<file path="src/include/psb_pkg.sv">
package psb_pkg;

  localparam int ADDR_W = 14;
  localparam int READ_LATENCY = 2;
  localparam logic [31:0] RESET_WORD = 32'h0000_0000;
  localparam logic [127:0] RESET_PATTERN = 128'h0;

  localparam logic [15:0] AREA_MASK = 16'hFF00;
  localparam logic [15:0] AREA_PARAM = 16'h0000;
  localparam logic [15:0] AREA_STATUS = 16'h0100;

  localparam logic [15:0] OFS_START_LOW = 16'h0000;
  localparam logic [15:0] OFS_START_HIGH = 16'h0004;
  localparam logic [15:0] OFS_COUNT_LOW = 16'h0008;
  localparam logic [15:0] OFS_COUNT_HIGH = 16'h000C;
  localparam logic [15:0] OFS_OPERATION = 16'h0010;
  localparam logic [15:0] OFS_PATTERN = 16'h0014;
  localparam logic [15:0] OFS_TIMEOUT = 16'h0020;
  localparam logic [15:0] OFS_ENGINE_STATE = 16'h0100;
  localparam logic [15:0] OFS_FAULT_KIND = 16'h010C;
  localparam logic [15:0] OFS_LINK_STATE = 16'h0110;
  localparam logic [15:0] OFS_QUEUE_RESULT = 16'h0114;
  localparam logic [15:0] OFS_CAPABILITY = 16'h0118;
  localparam logic [15:0] OFS_PROBE_LOW = 16'h0120;
  localparam logic [15:0] OFS_PROBE_HIGH = 16'h0124;
  localparam logic [15:0] OFS_EXPECTED0 = 16'h0130;
  localparam logic [15:0] OFS_EXPECTED1 = 16'h0134;
  localparam logic [15:0] OFS_EXPECTED2 = 16'h0138;
  localparam logic [15:0] OFS_EXPECTED3 = 16'h013C;

  localparam int HIGH_FIELD_W = 16;
  localparam int CMD_OP_LSB = 0;
  localparam int CMD_DRIVE_LSB = 8;
  localparam int PATTERN_LSB = 0;
  localparam int STS_BUSY_BIT = 0;
  localparam int STS_FAULT_BIT = 1;
  localparam int STS_VERIFY_BIT = 2;
  localparam int STS_PRESENT_LSB = 16;
  localparam int STS_DRIVE_LSB = 24;
  localparam int LINK_UP_BIT = 0;
  localparam int LINK_SPEED_LSB = 2;
  localparam int LINK_LANES_LSB = 4;
  localparam int LINK_TRAINING_LSB = 8;
  localparam int QUEUE_IO_LSB = 16;

  typedef enum logic [2:0] {
    OP_IDENTIFY = 3'h0,
    OP_SHUTDOWN = 3'h1,
    OP_WRITE = 3'h2,
    OP_READ = 3'h3,
    OP_HEALTH_LOG = 3'h4,
    OP_RESERVED5 = 3'h5,
    OP_FLUSH = 3'h6,
    OP_RESERVED7 = 3'h7
  } psb_op_e;

  typedef enum logic [2:0] {
    PAT_INCREMENT = 3'h0,
    PAT_DECREMENT = 3'h1,
    PAT_ZEROS = 3'h2,
    PAT_ONES = 3'h3,
    PAT_LFSR = 3'h4,
    PAT_UNUSED5 = 3'h5,
    PAT_UNUSED6 = 3'h6,
    PAT_UNUSED7 = 3'h7
  } psb_pattern_e;

  typedef struct packed {
    logic [47:0] start_block_addr;
    logic [47:0] transfer_block_count;
    psb_op_e operation_code;
    logic [1:0] drive_select;
    psb_pattern_e pattern_select;
    logic [31:0] timeout_setting;
  } psb_engine_cmd_s;

  typedef struct packed {
    logic link_up;
    logic [1:0] link_speed;
    logic [3:0] link_lanes;
    logic [5:0] training_state;
  } psb_link_s;

endpackage

</file>
<file path="src/psb_parameter_status_bank.sv">
`timescale 1ns/1ps

// What this block does
// RULE1: start address from low and high words
// RULE2: transfer length from low and high words
// RULE3: operation code field, reserved codes unused
// RULE4: drive select bits drive engine selection
// RULE5: command write pulses engine request
// RULE6: pattern field selects test data generator
// RULE7: timeout word held and driven continuously
// RULE8: status bits busy, fault, verify failure
// RULE9: status shows present drives, faulting drive
// RULE10: fault kind register reads engine vector
// RULE11: link status bit zero is link up
// RULE12: link speed code in bits 3..2
// RULE13: one-hot lane count in bits 7..4
// RULE14: training state code in bits 13..8
// RULE15: admin and io queue results packed
// RULE16: capability register returns the whole capability value
// RULE17: debug probe vector over two words
// RULE18: capture expected data at first failure
// RULE19: parameter area is write only
// RULE20: status area ignores writes
// RULE21: read answer two cycles after request
// RULE22: byte lanes ignored, full word writes
// RULE23: upper bits pick area, lower register
// RULE24: parameters zero after reset, holes zero
module psb_parameter_status_bank (
  input wire logic SYS_CLK,
  input wire logic RST,
  input wire logic [psb_pkg::ADDR_W-1:0] REG_WORD_INDEX,
  input wire logic REG_WRITE_STROBE,
  input wire logic [31:0] REG_WRITE_DATA,
  input wire logic [3:0] REG_WRITE_LANES,
  input wire logic REG_READ_REQUEST,
  output logic [31:0] REG_READ_DATA,
  output logic REG_READ_VALID,
  output psb_pkg::psb_engine_cmd_s ENGINE_CMD,
  output logic OPERATION_REQUEST,
  input wire logic ENGINE_BUSY,
  input wire logic ENGINE_FAULT,
  input wire logic VERIFY_FAIL,
  input wire logic [3:0] DRIVE_PRESENT_VEC,
  input wire logic [1:0] FAULTING_DRIVE_INDEX,
  input wire logic [31:0] FAULT_KIND_VEC,
  input wire psb_pkg::psb_link_s LINK_STATUS,
  input wire logic [15:0] ADMIN_QUEUE_RESULT,
  input wire logic [15:0] IO_QUEUE_RESULT,
  input wire logic [31:0] CONTROLLER_CAPABILITY_VALUE,
  input wire logic [63:0] DEBUG_PROBE_VEC,
  input wire logic [127:0] EXPECTED_DATA
);
  import psb_pkg::*;

  // word index on the port, byte offsets in the map
  function automatic logic [15:0] byte_addr(input logic [ADDR_W-1:0] idx);
    byte_addr = {idx, 2'b00};
  endfunction

  function automatic logic in_area(input logic [15:0] addr, input logic [15:0] area);
    in_area = ((addr & AREA_MASK) == area);
  endfunction

  logic [15:0] access_addr;
  logic param_write;
  logic [127:0] expected_capture;
  logic verify_fail_prev;
  logic [31:0] area_word;
  logic area_hit;
  logic [31:0] stage_word;
  logic stage_hit;
  logic stage_valid;
  logic [31:0] engine_state_word;
  logic [31:0] link_state_word;

  assign access_addr = byte_addr(REG_WORD_INDEX);
  // RULE19 RULE20 write area gate
  assign param_write = REG_WRITE_STROBE && in_area(access_addr, AREA_PARAM);

  // RULE1 RULE2 parameter words
  // RULE22 lanes ignored on purpose
  always_ff @(posedge SYS_CLK) begin
    if (RST) begin
      ENGINE_CMD.start_block_addr <= '0;
      ENGINE_CMD.transfer_block_count <= '0;
    end else if (param_write) begin
      case (access_addr)
        OFS_START_LOW: begin
          ENGINE_CMD.start_block_addr[31:0] <= REG_WRITE_DATA;
        end
        OFS_START_HIGH: begin
          ENGINE_CMD.start_block_addr[47:32] <= REG_WRITE_DATA[HIGH_FIELD_W-1:0];
        end
        OFS_COUNT_LOW: begin
          ENGINE_CMD.transfer_block_count[31:0] <= REG_WRITE_DATA;
        end
        OFS_COUNT_HIGH: begin
          ENGINE_CMD.transfer_block_count[47:32] <= REG_WRITE_DATA[HIGH_FIELD_W-1:0];
        end
        default: begin
        end
      endcase
    end
  end

  // RULE3 RULE4 operation and drive fields
  always_ff @(posedge SYS_CLK) begin
    if (RST) begin
      ENGINE_CMD.operation_code <= OP_IDENTIFY;
      ENGINE_CMD.drive_select <= '0;
    end else if (param_write && access_addr == OFS_OPERATION) begin
      ENGINE_CMD.operation_code <= psb_op_e'(REG_WRITE_DATA[CMD_OP_LSB +: 3]);
      ENGINE_CMD.drive_select <= REG_WRITE_DATA[CMD_DRIVE_LSB +: 2];
    end
  end

  // RULE5 request pulse per write
  // pulse lands with the new code, so the engine sees both together
  always_ff @(posedge SYS_CLK) begin
    if (RST) begin
      OPERATION_REQUEST <= 1'b0;
    end else begin
      OPERATION_REQUEST <= param_write && access_addr == OFS_OPERATION;
    end
  end

  // RULE6 RULE7 pattern and timeout
  always_ff @(posedge SYS_CLK) begin
    if (RST) begin
      ENGINE_CMD.pattern_select <= PAT_INCREMENT;
      ENGINE_CMD.timeout_setting <= RESET_WORD;
    end else if (param_write) begin
      if (access_addr == OFS_PATTERN) begin
        ENGINE_CMD.pattern_select <= psb_pattern_e'(REG_WRITE_DATA[PATTERN_LSB +: 3]);
      end
      if (access_addr == OFS_TIMEOUT) begin
        ENGINE_CMD.timeout_setting <= REG_WRITE_DATA;
      end
    end
  end

  // RULE18 first failure capture
  // only the rising edge loads; later cycles of a held failure keep the first word
  always_ff @(posedge SYS_CLK) begin
    if (RST) begin
      verify_fail_prev <= 1'b0;
      expected_capture <= RESET_PATTERN;
    end else begin
      verify_fail_prev <= VERIFY_FAIL;
      if (VERIFY_FAIL && !verify_fail_prev) begin
        expected_capture <= EXPECTED_DATA;
      end
    end
  end

  // RULE8 RULE9 status word
  always_comb begin
    engine_state_word = RESET_WORD;
    engine_state_word[STS_BUSY_BIT] = ENGINE_BUSY;
    engine_state_word[STS_FAULT_BIT] = ENGINE_FAULT;
    engine_state_word[STS_VERIFY_BIT] = VERIFY_FAIL;
    engine_state_word[STS_PRESENT_LSB +: 4] = DRIVE_PRESENT_VEC;
    engine_state_word[STS_DRIVE_LSB +: 2] = FAULTING_DRIVE_INDEX;
  end

  // RULE11 RULE12 RULE13 RULE14 link word
  always_comb begin
    link_state_word = RESET_WORD;
    link_state_word[LINK_UP_BIT] = LINK_STATUS.link_up;
    link_state_word[LINK_SPEED_LSB +: 2] = LINK_STATUS.link_speed;
    link_state_word[LINK_LANES_LSB +: 4] = LINK_STATUS.link_lanes;
    link_state_word[LINK_TRAINING_LSB +: 6] = LINK_STATUS.training_state;
  end

  // RULE23 register mux inside status area
  // RULE10 RULE15 RULE16 RULE17 read sources
  always_comb begin
    case (access_addr)
      OFS_ENGINE_STATE: area_word = engine_state_word;
      OFS_FAULT_KIND: area_word = FAULT_KIND_VEC;
      OFS_LINK_STATE: area_word = link_state_word;
      OFS_QUEUE_RESULT: area_word = {IO_QUEUE_RESULT, ADMIN_QUEUE_RESULT};
      OFS_CAPABILITY: area_word = CONTROLLER_CAPABILITY_VALUE;
      OFS_PROBE_LOW: area_word = DEBUG_PROBE_VEC[31:0];
      OFS_PROBE_HIGH: area_word = DEBUG_PROBE_VEC[63:32];
      OFS_EXPECTED0: area_word = expected_capture[31:0];
      OFS_EXPECTED1: area_word = expected_capture[63:32];
      OFS_EXPECTED2: area_word = expected_capture[95:64];
      OFS_EXPECTED3: area_word = expected_capture[127:96];
      // RULE24 holes read zero
      default: area_word = RESET_WORD;
    endcase
  end

  // RULE19 write-only area never answers its values
  assign area_hit = in_area(access_addr, AREA_STATUS);

  // RULE21 first read stage
  always_ff @(posedge SYS_CLK) begin
    if (RST) begin
      stage_word <= RESET_WORD;
      stage_hit <= 1'b0;
      stage_valid <= 1'b0;
    end else begin
      stage_word <= area_word;
      stage_hit <= area_hit && REG_READ_REQUEST;
      stage_valid <= REG_READ_REQUEST;
    end
  end

  // RULE21 RULE23 second stage, area select
  always_ff @(posedge SYS_CLK) begin
    if (RST) begin
      REG_READ_DATA <= RESET_WORD;
      REG_READ_VALID <= 1'b0;
    end else begin
      REG_READ_DATA <= stage_hit ? stage_word : RESET_WORD;
      REG_READ_VALID <= stage_valid;
    end
  end
endmodule // psb_parameter_status_bank

</file>
<file path="config.mk">
export PLATFORM = sky130hd
export DESIGN_NAME = psb_parameter_status_bank
export DESIGN_NICKNAME = d
export VERILOG_FILES = /design/src/include/psb_pkg.sv /design/src/psb_parameter_status_bank.sv
export SDC_FILE = /design/constraint.sdc
export NUM_CORES = 1
export LEC_CHECK = 0
export BUFFER_PORTS_ARGS = -buffer_cell sky130_fd_sc_hd__buf_2
export CORE_AREA = 8 8 199 201
export CTS_CLUSTER_DIAMETER = 200
export DETAILED_ROUTE_END_ITERATION = 10
export DIE_AREA = 0 0 207 209
export MAX_ROUTING_LAYER = met4
export PLACE_DENSITY = 0.66
export SLEW_MARGIN = 0
export SYNTH_ARGS = -nofsm -noshare
export SYNTH_HDL_FRONTEND = slang
export SYNTH_SLANG_ARGS = --single-unit
</file>
<file path="constraint.sdc">
create_clock -name SYS_CLK -period 4.55 [get_ports SYS_CLK]
set_input_delay 0.91 -clock SYS_CLK [delete_from_list [all_inputs] [get_ports SYS_CLK]]
set_output_delay 0.91 -clock SYS_CLK [all_outputs]
set_load 0.02 [all_outputs]
</file>
Word-level counts from Yosys, hierarchy flattened
Cells that the tools add are included.
Widths: inputs -> output; s select.
{"block": "word_totals", "ff_bits": 333, "input_bits": 364, "output_inout_bits": 170, "word_cells": 50}
{"block": "classes", "n_eq_ne": 18, "n_mux": 1, "bitwise_logic": 1, "n_reduce_logical": 14}
{"operator": "$pmux 32 s11", "n": 1}
{"operator": "$eq 14x7->1 const B", "n": 11}
{"operator": "$logic_not 16->1", "n": 2}
{"operator": "$eq 14x2->1 const B", "n": 2}
{"operator": "$eq 14x3->1 const B", "n": 2}
{"operator": "$eq 14x1->1 const B", "n": 1}
{"operator": "$eq 14x4->1 const B", "n": 1}
{"operator": "$reduce_and 2->1", "n": 6}
{"operator": "$eq 8x1->1 const B", "n": 1}
{"operator": "$logic_and 1x1->1", "n": 4}
{"operator": "$reduce_or 2->1", "n": 1}
{"operator": "$logic_not 1->1", "n": 1}
{"operator": "$not 1->1", "n": 1}

Depth between registers and ports, before layout
{"block": "depth", "depth_word": 3, "mapped_depth": 8}

Worst setup path after synthesis
No wires, ideal clock.
{"block": "synth_path", "path_type": "in2reg", "startpoint": "in REG_WORD_INDEX[9] (netlist name)", "endpoint": "reg stage_word[31]", "setup_time_ns": 0.075, "arrival_ns": 2.375, "path_slack_ns": 2.099, "stages": 6, "n_path_buf": 2, "cell_sequence": "or4_4 buf_6 nor4_4 buf_6 a22oi_1 a31oi_1"}
{"block": "synth_between", "elab_chain_cells": 2, "elab_cells_between_ends": 12}
{"item": "start, declared", "line": "psb_parameter_status_bank.sv:31", "text": "input wire logic [psb_pkg::ADDR_W-1:0] REG_WORD_INDEX,"}
{"item": "$eq 14x7->1", "line": "psb_parameter_status_bank.sv:178", "text": "case (access_addr)"}
{"item": "$pmux 32 s11 *", "line": "psb_parameter_status_bank.sv:178"}
{"item": "end signal, assigned", "line": "psb_parameter_status_bank.sv:205", "text": "stage_word <= area_word;"}
{"item": "end, declared", "line": "psb_parameter_status_bank.sv:70", "text": "logic [31:0] stage_word;"}
Mark *: on every way between the ends. The rest lies on a longest branch, timed or not.
A chain may end at the register's enable or synchronous reset.

Worst setup path in the final report
{"block": "layout_path", "startpoint": "in REG_WORD_INDEX[5] (netlist name)", "endpoint": "reg stage_word[5]"}
The elaborated chain is that of the path after synthesis.

==> summary.txt <==
outcome: completed
Avg Inst Size Synth: 8.332 um2
top cell type's share of synthesized area: 46.98%
CP required: 5000 ps
most common cell after layout, fill and taps aside: buf_2
share of total power in the clock network: 45.5%
max-slew violation count: 0
cts hold-fix bufs: 0
final total power: 6.785 mW
cts bufs inserted: 38
largest cells by area after synthesis: dfxtp_1 47%, a21oi_1 10%, nand2_1 7.5%
Root Driver: clkbuf_16
initial antenna violation count: 12
most frequent cells in the layout: 528 x buf_2, 333 x dfxtp_1, 288 x a21oi_1, 283 x nand2_1, 141 x o21ai_0
Int Pwr: 5.069 mW
critical path data arrival time: 3410 ps
GPL Wtd Cong: 1.038
# rows: 70
final count of hold timing violations: 0
syn nets: 2067
area of the multi-input gates: 6834 um2
CTS tree: built
port buffer count: 529
Die X: 207 um
starting density of the core: 39.13%
Placeable Area: 36260 um2
Final setup viols: 0
area leader, netlist: dfxtp_1
fraction of layout cells with a size suffix above 1: 30.99%
Worst slew margin: 23.38%
Leak: 7.467 nW
Post-CTS Setup Bufs: 0
Layout area overhead: 29.11%
vias in the first global route: 14830
Die Span Y: 209 um
Final nets: 2485
antenna viol nets, final: 0
H-Tree Depth: 2
PwrDens: 370.4 nW/um2
Total Wirelength: 64460 um
post_cts resized: 0
first-pass GRT wire length: 93900 um
Clk Latency, worst-skew pair: 540 ps
clock skew: 17.85 ps
Critical Path End Type: register
GRT overflow: 0
Syn Inst Count: 1703
number of max-cap violations: 0
WL/cell: 24.52 um
Yosys reg bits: 333
TNS Setup: 0 ps
CP Launch Type: input pin
unrepaired setup endpoints after global routing: false
die area: 43260 um2
# DRC: 0
crit path max fanout: 13
clock sink count: 333
detailed-route via count: 15210
register area: 6666 um2
register share of total power: 44.4%
Hold WC Path Type: reg2reg
ys async rst share: 0%
TritonRoute pass-1 iters: 5
combinational power share: 10.1%
Psw: 1.715 mW
Top FF cell, synth: dfxtp_1
Synth cell types: 55
peak supply drop: 301.6 uV
mapped cell area: 14190 um2
largest net degree at the start of global routing: 132
max frequency: 337.8 MHz
Tmin final: 2960 ps
clock slew at reported path FFs: 60 ps
DP HPWL: 47560 um
Seq/Total Area, Yosys: 46.98%
initial DRC count: 1661
vias per inst: 5.785
GRT Resource Usage Total: 28.64%
Yosys Warn Count: 0
kind of critical path: in2reg
switching part of the total: 25.28%
fillcell total: 3574
final core utilization: 50.52%
CTS max path bufs: 3
measured slew at the worst slew-check pin: 1144 ps
total I/O pin count: 534
number of synthesized flops with an enable pin: 0
Final period util: 65.06%
power groups by stage:
| stage | combinational [mW] | sequential (mW) | clock (mW) |
|---|---|---|---|
| global placement | 0.667 | 3.07 | 0 |
| floorplan | 0.335 | 3.07 | 0 |
| CTS | 0.674 | 3.01 | 3.12 |
| detailed placement | 0.672 | 3.08 | 0 |
| global route | 0.730 | 3.02 | 3.24 |
| finish | 0.687 | 3.01 | 3.09 |
worst paths after layout:
kind                                         from  cells past startpoint  slack, ps                    to
worst max-delay path            REG_WORD_INDEX[5]                      6       1590         stage_word[5]
worst min-delay path               stage_word[28]                      1        420     REG_READ_DATA[28]
worst max register to register   verify_fail_prev                      4       2620  expected_capture[75]
worst min register to register     stage_word[28]                      1        420     REG_READ_DATA[28]
stage by stage:
stage	setup WS [ps]	instances	hold WS, ps	instance area, um2
after floorplan	2099	1703	405.7	14190
after global placement	1124	2549	408.7	17030
after detailed placement	1091	2549	410.7	17030
after CTS	1640	2617	423.5	18290
after global routing	1551	2629	439.1	18320
final	1590	2629	424.4	18320
final cells by class:
class / instances / area share, %
multi-input combinational: 1182 / 37.30
clock buffer: 54 / 5.908
clock inverter: 14 / 0.9493
sequential: 333 / 36.39
timing repair buffer: 563 / 16.03
antenna: 12 / 0.1639
inverter: 3 / 0.06147
tap: 468 / 3.196
cells in the mapped netlist, drive strengths merged (8+ instances only):
cell type / count
a21oi: 288
a221oi: 22
a222oi: 8
a22o: 23
a22oi: 38
a31oi: 24
and2: 35
buf: 43
clkbuf: 142
dfxtp: 333
mux2: 19
mux2i: 14
nand2: 283
nand3b: 38
nand4: 140
nor2b: 18
o21ai: 141
o22a: 8
o2bb2ai: 9
logic make-up (layout without fill, tap and decap cells):
logic type,Yosys count,count (layout),share of synthesized area (%)
DFF,333,333,46.98
other,0,12,0
and+or+nand+nor,561,561,20.53
xor gates and xnor gates,1,1,0.06173
buffers and inverters,188,634,5.361
AOI/OAI and AO/OA,583,583,23.94
muxes,37,37,3.130
registers in the layout (all words and copies together), names as in the netlist:
signal             count
REG_READ_DATA         32
verify_fail_prev       1
REG_READ_VALID         1
OPERATION_REQUEST      1
stage_valid            1
expected_capture     128
stage_word            32
stage_hit              1
ENGINE_CMD           136
routing by layer:
metal | up-vias | routed length, um | GRT usage, %
met2 | 769 | 29590 | 43.63
met5 | - | 0 | -
li1 | 7036 | - | -
met3 | 105 | 4772 | 4.579
met1 | 7298 | 28130 | 37.98
met4 | 0 | 1961 | 10.70
critical path: stages:
cell      delay, ps
buf_2           110
or4b_1          800
nor4_4          770
buf_4           350
a222oi_1        230
a31oi_1         230
Note: power is estimated with default switching activity, not from simulation.
